`config.mk`:
```
export PLATFORM = sky130hd
export DESIGN_NAME = mcc_regs
export DESIGN_NICKNAME = d
export VERILOG_FILES = /design/src/pkg/mcc_pkg.sv /design/src/pkg/mcc_temp_if.sv /design/src/verilog/mcc_offset_adder.sv /design/src/verilog/mcc_regs.sv
export SDC_FILE = /design/constraint.sdc
export NUM_CORES = 1
export LEC_CHECK = 0
export BUFFER_PORTS_ARGS = -buffer_cell sky130_fd_sc_hd__buf_2
export CAP_MARGIN = 20
export CORE_MARGIN = 5
export CORE_UTILIZATION = 45
export DETAILED_ROUTE_END_ITERATION = 12
export HOLD_SLACK_MARGIN = 0.06
export PLACE_DENSITY_LB_ADDON = 0.2
export SLEW_MARGIN = 25
export SYNTH_ARGS = -nofsm -noshare
export SYNTH_HDL_FRONTEND = slang
export SYNTH_SLANG_ARGS = --single-unit
```
`constraint.sdc`:
```
create_clock -name CLK -period 3.2 [get_ports CLK]
set_input_delay 0.64 -clock CLK [delete_from_list [all_inputs] [get_ports CLK]]
set_output_delay 0.64 -clock CLK [all_outputs]
set_load 0.01 [all_outputs]
```
`src/pkg/mcc_pkg.sv`:
```
// Constants and types shared by the monitor configuration register group.
`default_nettype none

package mcc_pkg;

  // ----------------------------------------------------------------
  // Register offsets
  // ----------------------------------------------------------------
  localparam logic [7:0] MCC_OFS_PARITY_TEST = 8'h6F;
  localparam logic [7:0] MCC_OFS_REMOTE_ONE_OFFSET = 8'h70;
  localparam logic [7:0] MCC_OFS_LOCAL_OFFSET = 8'h71;
  localparam logic [7:0] MCC_OFS_REMOTE_TWO_OFFSET = 8'h72;
  localparam logic [7:0] MCC_OFS_MEAS_CONFIG_TWO = 8'h73;

  // ----------------------------------------------------------------
  // Values after reset
  // ----------------------------------------------------------------
  localparam logic [7:0] MCC_RST_PARITY_TEST = 8'h00;
  localparam logic [7:0] MCC_RST_OFFSET = 8'h00;
  localparam logic [7:0] MCC_RST_MEAS_CONFIG_TWO = 8'h00;
  localparam logic [7:0] MCC_READ_IDLE = 8'h00;
  localparam logic [7:0] MCC_DUTY_IDLE = 8'h00;

  // ----------------------------------------------------------------
  // Field positions
  // ----------------------------------------------------------------
  localparam int MCC_BIT_PARITY_TEST_ON = 0;
  localparam int MCC_BIT_TWO_WIRE_LO = 0;
  localparam int MCC_BIT_TWO_WIRE_HI = 3;
  localparam int MCC_BIT_AVERAGING_DISABLE = 4;
  localparam int MCC_BIT_ATTENUATOR_BYPASS = 5;
  localparam int MCC_BIT_SINGLE_CHANNEL = 6;
  localparam int MCC_BIT_SHUTDOWN_SELECT = 7;
  localparam int MCC_BIT_EXT_START_ENABLE = 2;

  // ----------------------------------------------------------------
  // Widths and ranges
  // ----------------------------------------------------------------
  localparam int MCC_TEMP_W = 10;
  localparam int MCC_SUM_W = 11;
  localparam int MCC_FANS = 4;
  localparam int MCC_PWMS = 3;
  localparam logic signed [MCC_SUM_W-1:0] MCC_TEMP_MAX = 11'sh1FF;
  localparam logic signed [MCC_SUM_W-1:0] MCC_TEMP_MIN = -11'sh200;

  // ----------------------------------------------------------------
  // Temperature channels and single-channel selections
  // ----------------------------------------------------------------
  typedef enum logic [1:0] {
    MCC_TCH_REMOTE_ONE = 2'h0,
    MCC_TCH_LOCAL = 2'h1,
    MCC_TCH_REMOTE_TWO = 2'h2
  } mcc_temp_chan_type;

  typedef enum logic [2:0] {
    MCC_SEL_V2P5 = 3'h0,
    MCC_SEL_CORE = 3'h1,
    MCC_SEL_SUPPLY = 3'h2,
    MCC_SEL_V5 = 3'h3,
    MCC_SEL_V12 = 3'h4,
    MCC_SEL_REMOTE_ONE = 3'h5,
    MCC_SEL_LOCAL = 3'h6,
    MCC_SEL_REMOTE_TWO = 3'h7
  } mcc_single_channel_mode_sel_type;

endpackage

`default_nettype wire

```
`src/pkg/mcc_temp_if.sv`:
```
// Carrier between the register core and the offset adder.
`default_nettype none

interface mcc_temp_if;
  import mcc_pkg::*;

  logic signed [MCC_TEMP_W-1:0] raw;
  logic signed [7:0] offset;
  logic signed [MCC_TEMP_W-1:0] adjusted;

  modport core (output raw, output offset, input adjusted);
  modport adder (input raw, input offset, output adjusted);
endinterface

`default_nettype wire

```
`src/verilog/mcc_offset_adder.sv`:
```
// Signed offset adder with saturation for one temperature result.
`default_nettype none

module mcc_offset_adder
  import mcc_pkg::*;
(
  mcc_temp_if.adder port
);

  logic signed [MCC_SUM_W-1:0] sum;

  // ----------------------------------------------------------------
  // Add and clamp
  // ----------------------------------------------------------------
  // Clamping instead of wrapping keeps a hot reading from turning cold.
  always_comb begin
    sum = MCC_SUM_W'(port.raw) + MCC_SUM_W'(port.offset);
    if (sum > MCC_TEMP_MAX) begin
      port.adjusted = MCC_TEMP_MAX[MCC_TEMP_W-1:0];
    end else if (sum < MCC_TEMP_MIN) begin
      port.adjusted = MCC_TEMP_MIN[MCC_TEMP_W-1:0];
    end else begin
      port.adjusted = sum[MCC_TEMP_W-1:0];
    end
  end

endmodule

`default_nettype wire

```
`src/verilog/mcc_regs.sv`:
```
// Configuration and calibration register group of the hardware monitor.
//
// Decided for this implementation: strobed register access.
`default_nettype none

// What this block does
// - Bit 0 of the test enable register puts the device in parity tree test mode while set.
// - While the lock input is high every register here ignores writes.
// - The remote one offset, a signed quarter-degree count, is added to each remote one result.
// - The local offset, a signed quarter-degree count, is added to each local result.
// - The remote two offset, a signed quarter-degree count, is added to each remote two result.
// - Bits 0 to 3 pick two-wire sensing per fan input when one, three-wire pulses when zero.
// - Bit 4 turns averaging of temperature and voltage measurements off.
// - Bit 5 takes the input attenuators out of the four voltage inputs.
// - Bit 6 puts the converter in single-channel mode on one input only.
// - In single-channel mode the three-bit select from the fan one minimum register picks the channel.
// - In single-channel mode with the external start enable set, rising edges on the first fan sense pin start single conversions.
// - Bit 7 forces shutdown and drives each PWM output to its fan-off level, high when inverted.
// - In shutdown every current duty cycle reads back as zero.
// - The second configuration register resets to all zeros.
module mcc_regs
  import mcc_pkg::*;
(
  input wire logic CLK,
  input wire logic RESET,
  input wire logic [7:0] REG_ADDR,
  input wire logic [7:0] REG_WDATA,
  input wire logic REG_WR,
  input wire logic REG_RD,
  output logic [7:0] REG_RDATA,
  input wire logic CONFIG_LOCK,
  input wire logic [2:0] CHANNEL_SELECT,
  input wire logic EXT_START_ENABLE,
  input wire logic FAN1_SENSE_PIN,
  input wire logic signed [MCC_TEMP_W-1:0] RAW_TEMP,
  input wire logic [1:0] RAW_CHAN,
  input wire logic RAW_VALID,
  input wire logic [MCC_PWMS-1:0] PWM_IN,
  input wire logic [MCC_PWMS-1:0] PWM_POLARITY_FLIP,
  input wire logic [8*MCC_PWMS-1:0] DUTY_IN,
  output logic signed [MCC_TEMP_W-1:0] ADJ_TEMP,
  output logic [1:0] ADJ_CHAN,
  output logic ADJ_VALID,
  output logic PARITY_TREE_TEST_ON,
  output logic [MCC_FANS-1:0] TWO_WIRE_SENSE,
  output logic AVERAGING_DISABLE,
  output logic ATTENUATOR_BYPASS,
  output logic SINGLE_CHANNEL_MODE,
  output logic [2:0] SINGLE_CHANNEL_MODE_CHANNEL,
  output logic SINGLE_CHANNEL_MODE_START,
  output logic SHUTDOWN_SELECT,
  output logic [MCC_PWMS-1:0] PWM_OUT,
  output logic [8*MCC_PWMS-1:0] DUTY_READ
);

  // ----------------------------------------------------------------
  // Declarations
  // ----------------------------------------------------------------
  logic parity_q, parity_d;
  logic [7:0] ofs_r1_q, ofs_r1_d;
  logic [7:0] ofs_loc_q, ofs_loc_d;
  logic [7:0] ofs_r2_q, ofs_r2_d;
  logic [7:0] cfg2_q, cfg2_d;
  logic [7:0] rdata_q, rdata_d;
  logic write_ok;

  logic [2:0] pin_sync_q, pin_sync_d;
  logic pin_level_q, pin_level_d;
  logic start_q, start_d;
  logic [2:0] single_channel_mode_chan_q, single_channel_mode_chan_d;

  logic signed [MCC_TEMP_W-1:0] adj_q, adj_d;
  logic [1:0] adj_chan_q, adj_chan_d;
  logic adj_valid_q, adj_valid_d;

  logic [MCC_PWMS-1:0] pwm_q, pwm_d;
  logic [8*MCC_PWMS-1:0] duty_q, duty_d;

  mcc_temp_if temp_bus ();

  // ----------------------------------------------------------------
  // Register writes
  // ----------------------------------------------------------------
  // The lock only blocks writes; reads keep working so software can
  // still inspect a frozen configuration.
  assign write_ok = REG_WR && !CONFIG_LOCK;

  always_comb begin
    parity_d = parity_q;
    ofs_r1_d = ofs_r1_q;
    ofs_loc_d = ofs_loc_q;
    ofs_r2_d = ofs_r2_q;
    cfg2_d = cfg2_q;
    if (write_ok) begin
      case (REG_ADDR)
        MCC_OFS_PARITY_TEST: begin
          // Only the enable bit is kept; the upper bits are not stored.
          parity_d = REG_WDATA[MCC_BIT_PARITY_TEST_ON];
        end
        MCC_OFS_REMOTE_ONE_OFFSET: begin
          ofs_r1_d = REG_WDATA;
        end
        MCC_OFS_LOCAL_OFFSET: begin
          ofs_loc_d = REG_WDATA;
        end
        MCC_OFS_REMOTE_TWO_OFFSET: begin
          ofs_r2_d = REG_WDATA;
        end
        MCC_OFS_MEAS_CONFIG_TWO: begin
          cfg2_d = REG_WDATA;
        end
        default: begin
          parity_d = parity_q;
        end
      endcase
    end
  end

  always_ff @(posedge CLK or posedge RESET) begin
    if (RESET) begin
      parity_q <= MCC_RST_PARITY_TEST[MCC_BIT_PARITY_TEST_ON];
      ofs_r1_q <= MCC_RST_OFFSET;
      ofs_loc_q <= MCC_RST_OFFSET;
      ofs_r2_q <= MCC_RST_OFFSET;
      cfg2_q <= MCC_RST_MEAS_CONFIG_TWO;
    end else begin
      parity_q <= parity_d;
      ofs_r1_q <= ofs_r1_d;
      ofs_loc_q <= ofs_loc_d;
      ofs_r2_q <= ofs_r2_d;
      cfg2_q <= cfg2_d;
    end
  end

  // ----------------------------------------------------------------
  // Register reads
  // ----------------------------------------------------------------
  // Read data stand for exactly one cycle; otherwise the bus reads zero,
  // and so does any address outside this group.
  always_comb begin
    rdata_d = MCC_READ_IDLE;
    if (REG_RD) begin
      case (REG_ADDR)
        MCC_OFS_PARITY_TEST: begin
          rdata_d = {7'h00, parity_q};
        end
        MCC_OFS_REMOTE_ONE_OFFSET: begin
          rdata_d = ofs_r1_q;
        end
        MCC_OFS_LOCAL_OFFSET: begin
          rdata_d = ofs_loc_q;
        end
        MCC_OFS_REMOTE_TWO_OFFSET: begin
          rdata_d = ofs_r2_q;
        end
        MCC_OFS_MEAS_CONFIG_TWO: begin
          rdata_d = cfg2_q;
        end
        default: begin
          rdata_d = MCC_READ_IDLE;
        end
      endcase
    end
  end

  always_ff @(posedge CLK or posedge RESET) begin
    if (RESET) begin
      rdata_q <= MCC_READ_IDLE;
    end else begin
      rdata_q <= rdata_d;
    end
  end

  // ----------------------------------------------------------------
  // Temperature offset correction
  // ----------------------------------------------------------------
  mcc_offset_adder u_adder (
    .port(temp_bus.adder)
  );

  always_comb begin
    temp_bus.raw = RAW_TEMP;
    case (RAW_CHAN)
      MCC_TCH_REMOTE_ONE: begin
        temp_bus.offset = ofs_r1_q;
      end
      MCC_TCH_LOCAL: begin
        temp_bus.offset = ofs_loc_q;
      end
      MCC_TCH_REMOTE_TWO: begin
        temp_bus.offset = ofs_r2_q;
      end
      default: begin
        temp_bus.offset = MCC_RST_OFFSET;
      end
    endcase
  end

  // The corrected value is registered once; downstream limit logic only
  // ever sees the adjusted result.
  always_comb begin
    adj_d = adj_q;
    adj_chan_d = adj_chan_q;
    adj_valid_d = RAW_VALID;
    if (RAW_VALID) begin
      adj_d = temp_bus.adjusted;
      adj_chan_d = RAW_CHAN;
    end
  end

  always_ff @(posedge CLK or posedge RESET) begin
    if (RESET) begin
      adj_q <= '0;
      adj_chan_q <= 2'h0;
      adj_valid_q <= 1'b0;
    end else begin
      adj_q <= adj_d;
      adj_chan_q <= adj_chan_d;
      adj_valid_q <= adj_valid_d;
    end
  end

  // ----------------------------------------------------------------
  // Conversion control
  // ----------------------------------------------------------------
  // The fan sense pin is asynchronous: three stages, and a change is
  // taken only once the second and third stages agree.
  always_comb begin
    pin_sync_d = {pin_sync_q[1:0], FAN1_SENSE_PIN};
    pin_level_d = pin_level_q;
    if (pin_sync_q[1] == pin_sync_q[2]) begin
      pin_level_d = pin_sync_q[2];
    end
    start_d = 1'b0;
    if (cfg2_q[MCC_BIT_SINGLE_CHANNEL] && EXT_START_ENABLE &&
        pin_level_d && !pin_level_q) begin
      start_d = 1'b1;
    end
    single_channel_mode_chan_d = single_channel_mode_chan_q;
    if (cfg2_q[MCC_BIT_SINGLE_CHANNEL]) begin
      single_channel_mode_chan_d = CHANNEL_SELECT;
    end
  end

  always_ff @(posedge CLK or posedge RESET) begin
    if (RESET) begin
      pin_sync_q <= 3'h0;
      pin_level_q <= 1'b0;
      start_q <= 1'b0;
      single_channel_mode_chan_q <= MCC_SEL_V2P5;
    end else begin
      pin_sync_q <= pin_sync_d;
      pin_level_q <= pin_level_d;
      start_q <= start_d;
      single_channel_mode_chan_q <= single_channel_mode_chan_d;
    end
  end

  // ----------------------------------------------------------------
  // Shutdown effects on fan drive
  // ----------------------------------------------------------------
  // A fan-off level depends on polarity, so inverted outputs sit high.
  always_comb begin
    if (cfg2_q[MCC_BIT_SHUTDOWN_SELECT]) begin
      pwm_d = PWM_POLARITY_FLIP;
      duty_d = {MCC_PWMS{MCC_DUTY_IDLE}};
    end else begin
      pwm_d = PWM_IN;
      duty_d = DUTY_IN;
    end
  end

  always_ff @(posedge CLK or posedge RESET) begin
    if (RESET) begin
      pwm_q <= '0;
      duty_q <= '0;
    end else begin
      pwm_q <= pwm_d;
      duty_q <= duty_d;
    end
  end

  // ----------------------------------------------------------------
  // Outputs
  // ----------------------------------------------------------------
  assign REG_RDATA = rdata_q;
  assign ADJ_TEMP = adj_q;
  assign ADJ_CHAN = adj_chan_q;
  assign ADJ_VALID = adj_valid_q;
  assign PARITY_TREE_TEST_ON = parity_q;
  assign TWO_WIRE_SENSE =
    cfg2_q[MCC_BIT_TWO_WIRE_HI:MCC_BIT_TWO_WIRE_LO];
  assign AVERAGING_DISABLE = cfg2_q[MCC_BIT_AVERAGING_DISABLE];
  assign ATTENUATOR_BYPASS = cfg2_q[MCC_BIT_ATTENUATOR_BYPASS];
  assign SINGLE_CHANNEL_MODE = cfg2_q[MCC_BIT_SINGLE_CHANNEL];
  assign SINGLE_CHANNEL_MODE_CHANNEL = single_channel_mode_chan_q;
  assign SINGLE_CHANNEL_MODE_START = start_q;
  assign SHUTDOWN_SELECT = cfg2_q[MCC_BIT_SHUTDOWN_SELECT];
  assign PWM_OUT = pwm_q;
  assign DUTY_READ = duty_q;

endmodule

`default_nettype wire
```
== After elaboration in Yosys (flattened, before gate mapping) ==
Index checks and enable logic that the tools add are counted.
Widths: inputs -> output; s select.

* Add/subtract/negate cells: 1
* Magnitude comparators: 2
* Equal/unequal tests: 8
* Muxes and demuxes: 9
* Reduce and logical (&&, ||, !) cells: 12

{| class="wikitable"
|+ Operator list
! cell !! number
|-
| $eq 8x7->1 const B || 5
|-
| $pmux 8 s5 || 1
|-
| $mux 24 || 1
|-
| $pmux 8 s3 || 1
|-
| $mux 10 || 2
|-
| $add 10x8->11 || 1
|-
| $gt 11x10->1 const B || 1
|-
| $lt 11x10->1 const B || 1
|-
| $reduce_and 2->1 || 5
|-
| $mux 8 || 1
|-
| $logic_and 1x1->1 || 4
|-
| $mux 3 || 1
|-
| $eq 2x1->1 const B || 1
|-
| $eq 2x2->1 const B || 1
|-
| $logic_not 1->1 || 2
|-
| $logic_not 2->1 || 1
|-
| $mux 1 || 2
|-
| $eq 1x1->1 || 1
|}

* Bits in registers: 89
* Input bits: 69
* Output and inout bits: 61
* Word-level logic and storage cells: 47

== Depth between registers and ports, before layout ==
* Depth in word-level cells: 6
* Gate-level depth with buffers: 15
* Mapped depth without buffers: 12

== Modules after synthesis ==
From an unflattened synthesis, not the netlist that was laid out.

* Cells, all modules: 330
* Area, all modules: 4281.6 um^2

{| class="wikitable"
|+ Modules (own cells, without submodules)
! module !! instances !! cells an instance !! area an instance (um^2) !! sequential area each (um^2)
|-
| mcc_regs || 1 || 233 || 3588.4 || 2227.1
|-
| mcc_offset_adder || 1 || 97 || 693.2 || 0.0
|}

== Worst setup path before layout ==
Ideal clock, no wire load.

* Path type: input to register
* From: in RAW_CHAN[0]
* To: reg adj_q[1] (netlist: ADJ_TEMP[1])
* Library setup time: 94 ps
* Arrival: 3150 ps
* Data required time: 3106 ps
* Path slack: -44 ps
* Cell stages on the path: 15
* Buffers on the path: 3
* Cells stage by stage: clkbuf_1 nor2b_1 clkbuf_1 nand2_1 o21ai_0 ha_1 inv_1 fa_1 nand2b_1 a21o_1 a21oi_1 o21a_1 clkbuf_2 a211oi_1 a211oi_1

* Cells in the longest elaborated chain, start to end: 6
* Elaborated cells on any way between the ends: 9
* Those cells by class: add/sub (1); order compare (2); eq/ne (2); mux (3); reduce/logical (1)

{| class="wikitable"
|+ RTL lines
! element !! RTL line !! RTL
|-
| from (decl) || mcc_regs.sv:36 || <nowiki>input wire logic [1:0] RAW_CHAN,</nowiki>
|-
| $eq 2x2->1, or another cell as far along || mcc_regs.sv:183 || <nowiki>case (RAW_CHAN)</nowiki>
|-
| $pmux 8 s3 * || mcc_regs.sv:183 ||
|-
| $add 10x8->11 * || mcc_offset_adder.sv:17 || <nowiki>sum = MCC_SUM_W'(port.raw) + MCC_SUM_W'(port.offset);</nowiki>
|-
| $lt 11x10->1 || mcc_offset_adder.sv:20 || <nowiki>end else if (sum < MCC_TEMP_MIN) begin</nowiki>
|-
| $mux 10 || mcc_offset_adder.sv:20 ||
|-
| $mux 10 * || mcc_offset_adder.sv:18 || <nowiki>if (sum > MCC_TEMP_MAX) begin</nowiki>
|-
| to (signal assigned) || mcc_regs.sv:217 || <nowiki>adj_q <= adj_d;</nowiki>
|-
| to (decl) || mcc_regs.sv:72 || <nowiki>logic signed [MCC_TEMP_W-1:0] adj_q, adj_d;</nowiki>
|}

Mark *: on every way between the ends. The rest lies on a longest branch, timed or not.
A chain may end at the register's enable or synchronous reset.

== Worst setup path in the final report ==
* From: in RAW_CHAN[0]
* To: reg adj_q[3] (netlist: ADJ_TEMP[3])

Same word-level chain as after synthesis.

==> flow_summary.yaml <==
status:
  status: "complete, no violations"
floorplan:
  start_util: 0.453
  die_area_mm2: 0.0112
  die_w_um: 106
  io_pins: 130
  row_count: 35
  die_h_um: 106
  core_area_mm2: 0.00911
worst_hold_path:
  worstHoldPathType: "primary input to asynchronous set/reset pin"
clocking:
  cts_setup_buffers: 0
  root_buffer: "clkbuf_8"
  cts_max_path_buffers: 2
  clk_latency_ps: 350
  htreeDepth: 3
  path_clk_slew_ps: 90
  post_cts_resized: 0
  cts_tree: "built"
  postCtsHoldBufs: 0
  cts_buffers: 9
  cts_num_sinks: 89
synthesis:
  syn_inst: 328
  synthMuxAreaShare: 0.175
  synth_compound_gate_area_share: 0.0869
  ys_seq_elements: 89
  synth_cell_types: 41
  seq_area_frac_synth: 0.539
  synth_xor_area_frac: 0.0148
  ys_warn_count: 0
  syn_nets: 408
  avgSynthCellArea_um2: 12.6
  async_reset_ff_frac: 1.00
  synth_fa_ha_area_frac: 0.0376
  synth_top_family_by_area: "multiplexers"
  synth_edf_count: 0
  synth_top_flop_cell: "dfrtp_1"
  synth-simple-area-share: 0.126
  synth_area_mm2: 0.00413
sta:
  tightest_slew_ps: 647
  slew_violations: 0
  setup_viol: 0
  slew-limit-headroom: 0.568
  grt_setup_unrepaired: "false"
  fmax_ghz: 0.333
  holdWs_ps: 345
  period_minus_slack_ps: 3000
  finalCritPeriodShare: 0.938
  hold_viol_final: 0
  fin_skew_ps: 12.9
layout:
  design_area_mm2: 0.00517
  final_core_util: 0.567
  fillers: 829
  antennaDiodeCount: 0
  fin_nets: 548
  seqCellArea_mm2: 0.00223
  synthToLayoutAreaGrowth_pct: 25.1
  post_route_cells_drive_above_1_share: 0.453
  multiInputGateArea_mm2: 0.00182
global_route:
  grt_pass1_vias: 3219
  antenna_found_initial: 0
  use_met2: 0.283
  gr-usage-met3: 0.0563
  grt_util_all_layers: 0.178
  grt_busiest_layer: "met2"
  use_met1: 0.235
  grt_max_degree: 41
  grt.overflow.total: 0
  grt_pass1_wl_um: 15900
setup_path:
  crit_buf_inv: 3
  crit_family: "compound AO/OA/AOI/OAI gates"
  end_kind: "register"
  cp.arrival_ps: 3270
  path_max_fanout: 10
  critPathMaxStageDelay_ps: 370
  required_ps: 3470
  critPathKind: "primary input to register"
  start_kind: "primary input"
  crit_top_cell: "a211oi_1"
  worstPathCellList: "buf_2, nor2b_1, buf_4, a21oi_1, inv_1, ha_1, a211oi_1, o21ai_2, a311oi_2, or3_1, a211oi_1, a211oi_1"
  slowest_stage: "a311oi_2"
pwr:
  p_leak_uw: 0.00265
  irDropWorstVdd_mv: 0.266
  power.density_mw_per_mm2: 449
placed_design:
  io_buffer_count: 129
  post-dp-hpwl_um: 7230
  place_congestion: 0.829
  dpl_cell_area_mm2: 0.00497
detailed_routing:
  wl_um: 9510
  drcViolationCount: 0
  viasPerCell: 5.26
  num_vias: 3069
  drtAntennaViolNets: 0
  drtIter0Drc: 90
  firstDrtPassIters: 4
  routedWlPerCell_um: 16.3
job:
  cap_violations: 0
cell usage after synthesis, drive strengths merged (3+ instances only):
library cell / n / area, µm²
dfrtp: 89 / 2230
mux2: 41 / 462
nor2b: 27 / 169
nand2: 22 / 82.6
nor2: 14 / 52.6
o21ai: 12 / 63.8
a211oi: 11 / 87.6
clkbuf: 11 / 42.5
ha: 10 / 125
a21oi: 9 / 45.0
and3: 8 / 50.1
mux2i: 8 / 80.1
mux4: 8 / 180
inv: 7 / 26.3
nand2b: 7 / 43.8
o211ai: 7 / 52.6
xnor2: 5 / 43.8
o2111ai: 4 / 35.0
a21o: 3 / 22.5
nor3: 3 / 26.3
flip-flops by register name (all words and copies together), names as in the netlist:
| register | count |
|---|---|
| ofs_r1_q | 8 |
| SINGLE_CHANNEL_MODE_START | 1 |
| ADJ_TEMP | 10 |
| ADJ_VALID | 1 |
| pin_sync_q | 3 |
| REG_RDATA | 8 |
| ADJ_CHAN | 2 |
| pin_level_q | 1 |
| PWM_OUT | 3 |
| ofs_loc_q | 8 |
| PARITY_TREE_TEST_ON | 1 |
| cfg2_q | 8 |
| ofs_r2_q | 8 |
| DUTY_READ | 24 |
| SINGLE_CHANNEL_MODE_CHANNEL | 3 |
report_power, final:
| group | total (µW) | internal, µW | switching, µW |
|---|---|---|---|
| Clock | 808 | 384 | 423 |
| Sequential | 1210 | 1180 | 28.5 |
| Combinational | 303 | 143 | 160 |
| Total | 2320 | 1710 | 612 |
worst paths after layout:
path,cells past startpoint,slack (ps),to,startpoint
hold reg to reg,0,360,pin_sync_q[1],pin_sync_q[0]
setup / recovery,12,200,ADJ_TEMP[3],RAW_CHAN[0]
max in group asynchronous,3,2070,cfg2_q[5],RESET
min in group CLK,0,360,pin_sync_q[1],pin_sync_q[0]
hold / removal,2,340,pin_sync_q[0],RESET
setup reg to reg,11,350,ADJ_TEMP[3],ofs_loc_q[1]
worst register-to-register path: cells and delay by family (launching register included):
kind | cells | cell delay, ps
compound gates | 6 | 1400
simple gates | 2 | 410
buf+inv | 1 | 80
mux | 1 | 140
fa+ha+maj | 1 | 300
flops | 1 | 410
cell usage in the layout, fill, tap and decap left out, types with 2 or more instances in the layout:
master | synthesis | final
nand2b_1 | 7 | 7
nand3_1 | 2 | 2
xor2_1 | 2 | 2
nor2_1 | 14 | 14
clkinv_4 | 0 | 2
o21ai_0 | 11 | 11
buf_4 | 0 | 12
o21a_1 | 2 | 2
mux4_2 | 8 | 8
nand2_1 | 22 | 22
a211oi_1 | 10 | 10
a21oi_1 | 9 | 9
ha_1 | 10 | 10
a21o_1 | 3 | 3
o2111ai_1 | 4 | 4
mux2i_1 | 8 | 8
xnor2_1 | 5 | 5
buf_2 | 1 | 129
nor3b_1 | 2 | 2
mux2_2 | 41 | 41
inv_1 | 7 | 6
clkbuf_8 | 0 | 10
o211ai_1 | 7 | 7
nor2b_1 | 27 | 27
nand4_1 | 2 | 2
dfrtp_1 | 89 | 89
nor3_1 | 2 | 2
and3_1 | 8 | 8
logic make-up after synthesis:
group | after synthesis
buf+inv | 20
xor+xnor | 7
flops | 89
compound gates | 52
simple gates | 91
mux | 57
fa+ha+maj | 12
layout make-up:
class,count,area share
clock inverter,5,0.0123
sequential,89,0.431
clock buffer,10,0.0266
timing repair buffer,142,0.146
tap,111,0.0269
inverter,7,0.00533
multi-input combinational,219,0.352
metal layers:
metal / share of wire / wire length (µm)
met2: 0.48 / 4540
met5: 0 / 0
met3: 0.085 / 809
met4: 0.010 / 95
met1: 0.43 / 4060
stage by stage:
| step | std cells | power [µW] | worst slack, ps | setup TNS, ps |
|---|---|---|---|---|
| final | 583 | 2320 | 198 | 0 |
| after global routing | 583 | 2430 | 4.73 | 0 |
| after detailed placement | 568 | 1540 | -166 | -1110 |
| after floorplan | 328 | 1400 | 75.3 | 0 |
| after CTS | 583 | 2350 | 230 | 0 |
| after global placement | 568 | 1530 | 32.6 | 0 |
Note: power is estimated with default switching activity, not from simulation.
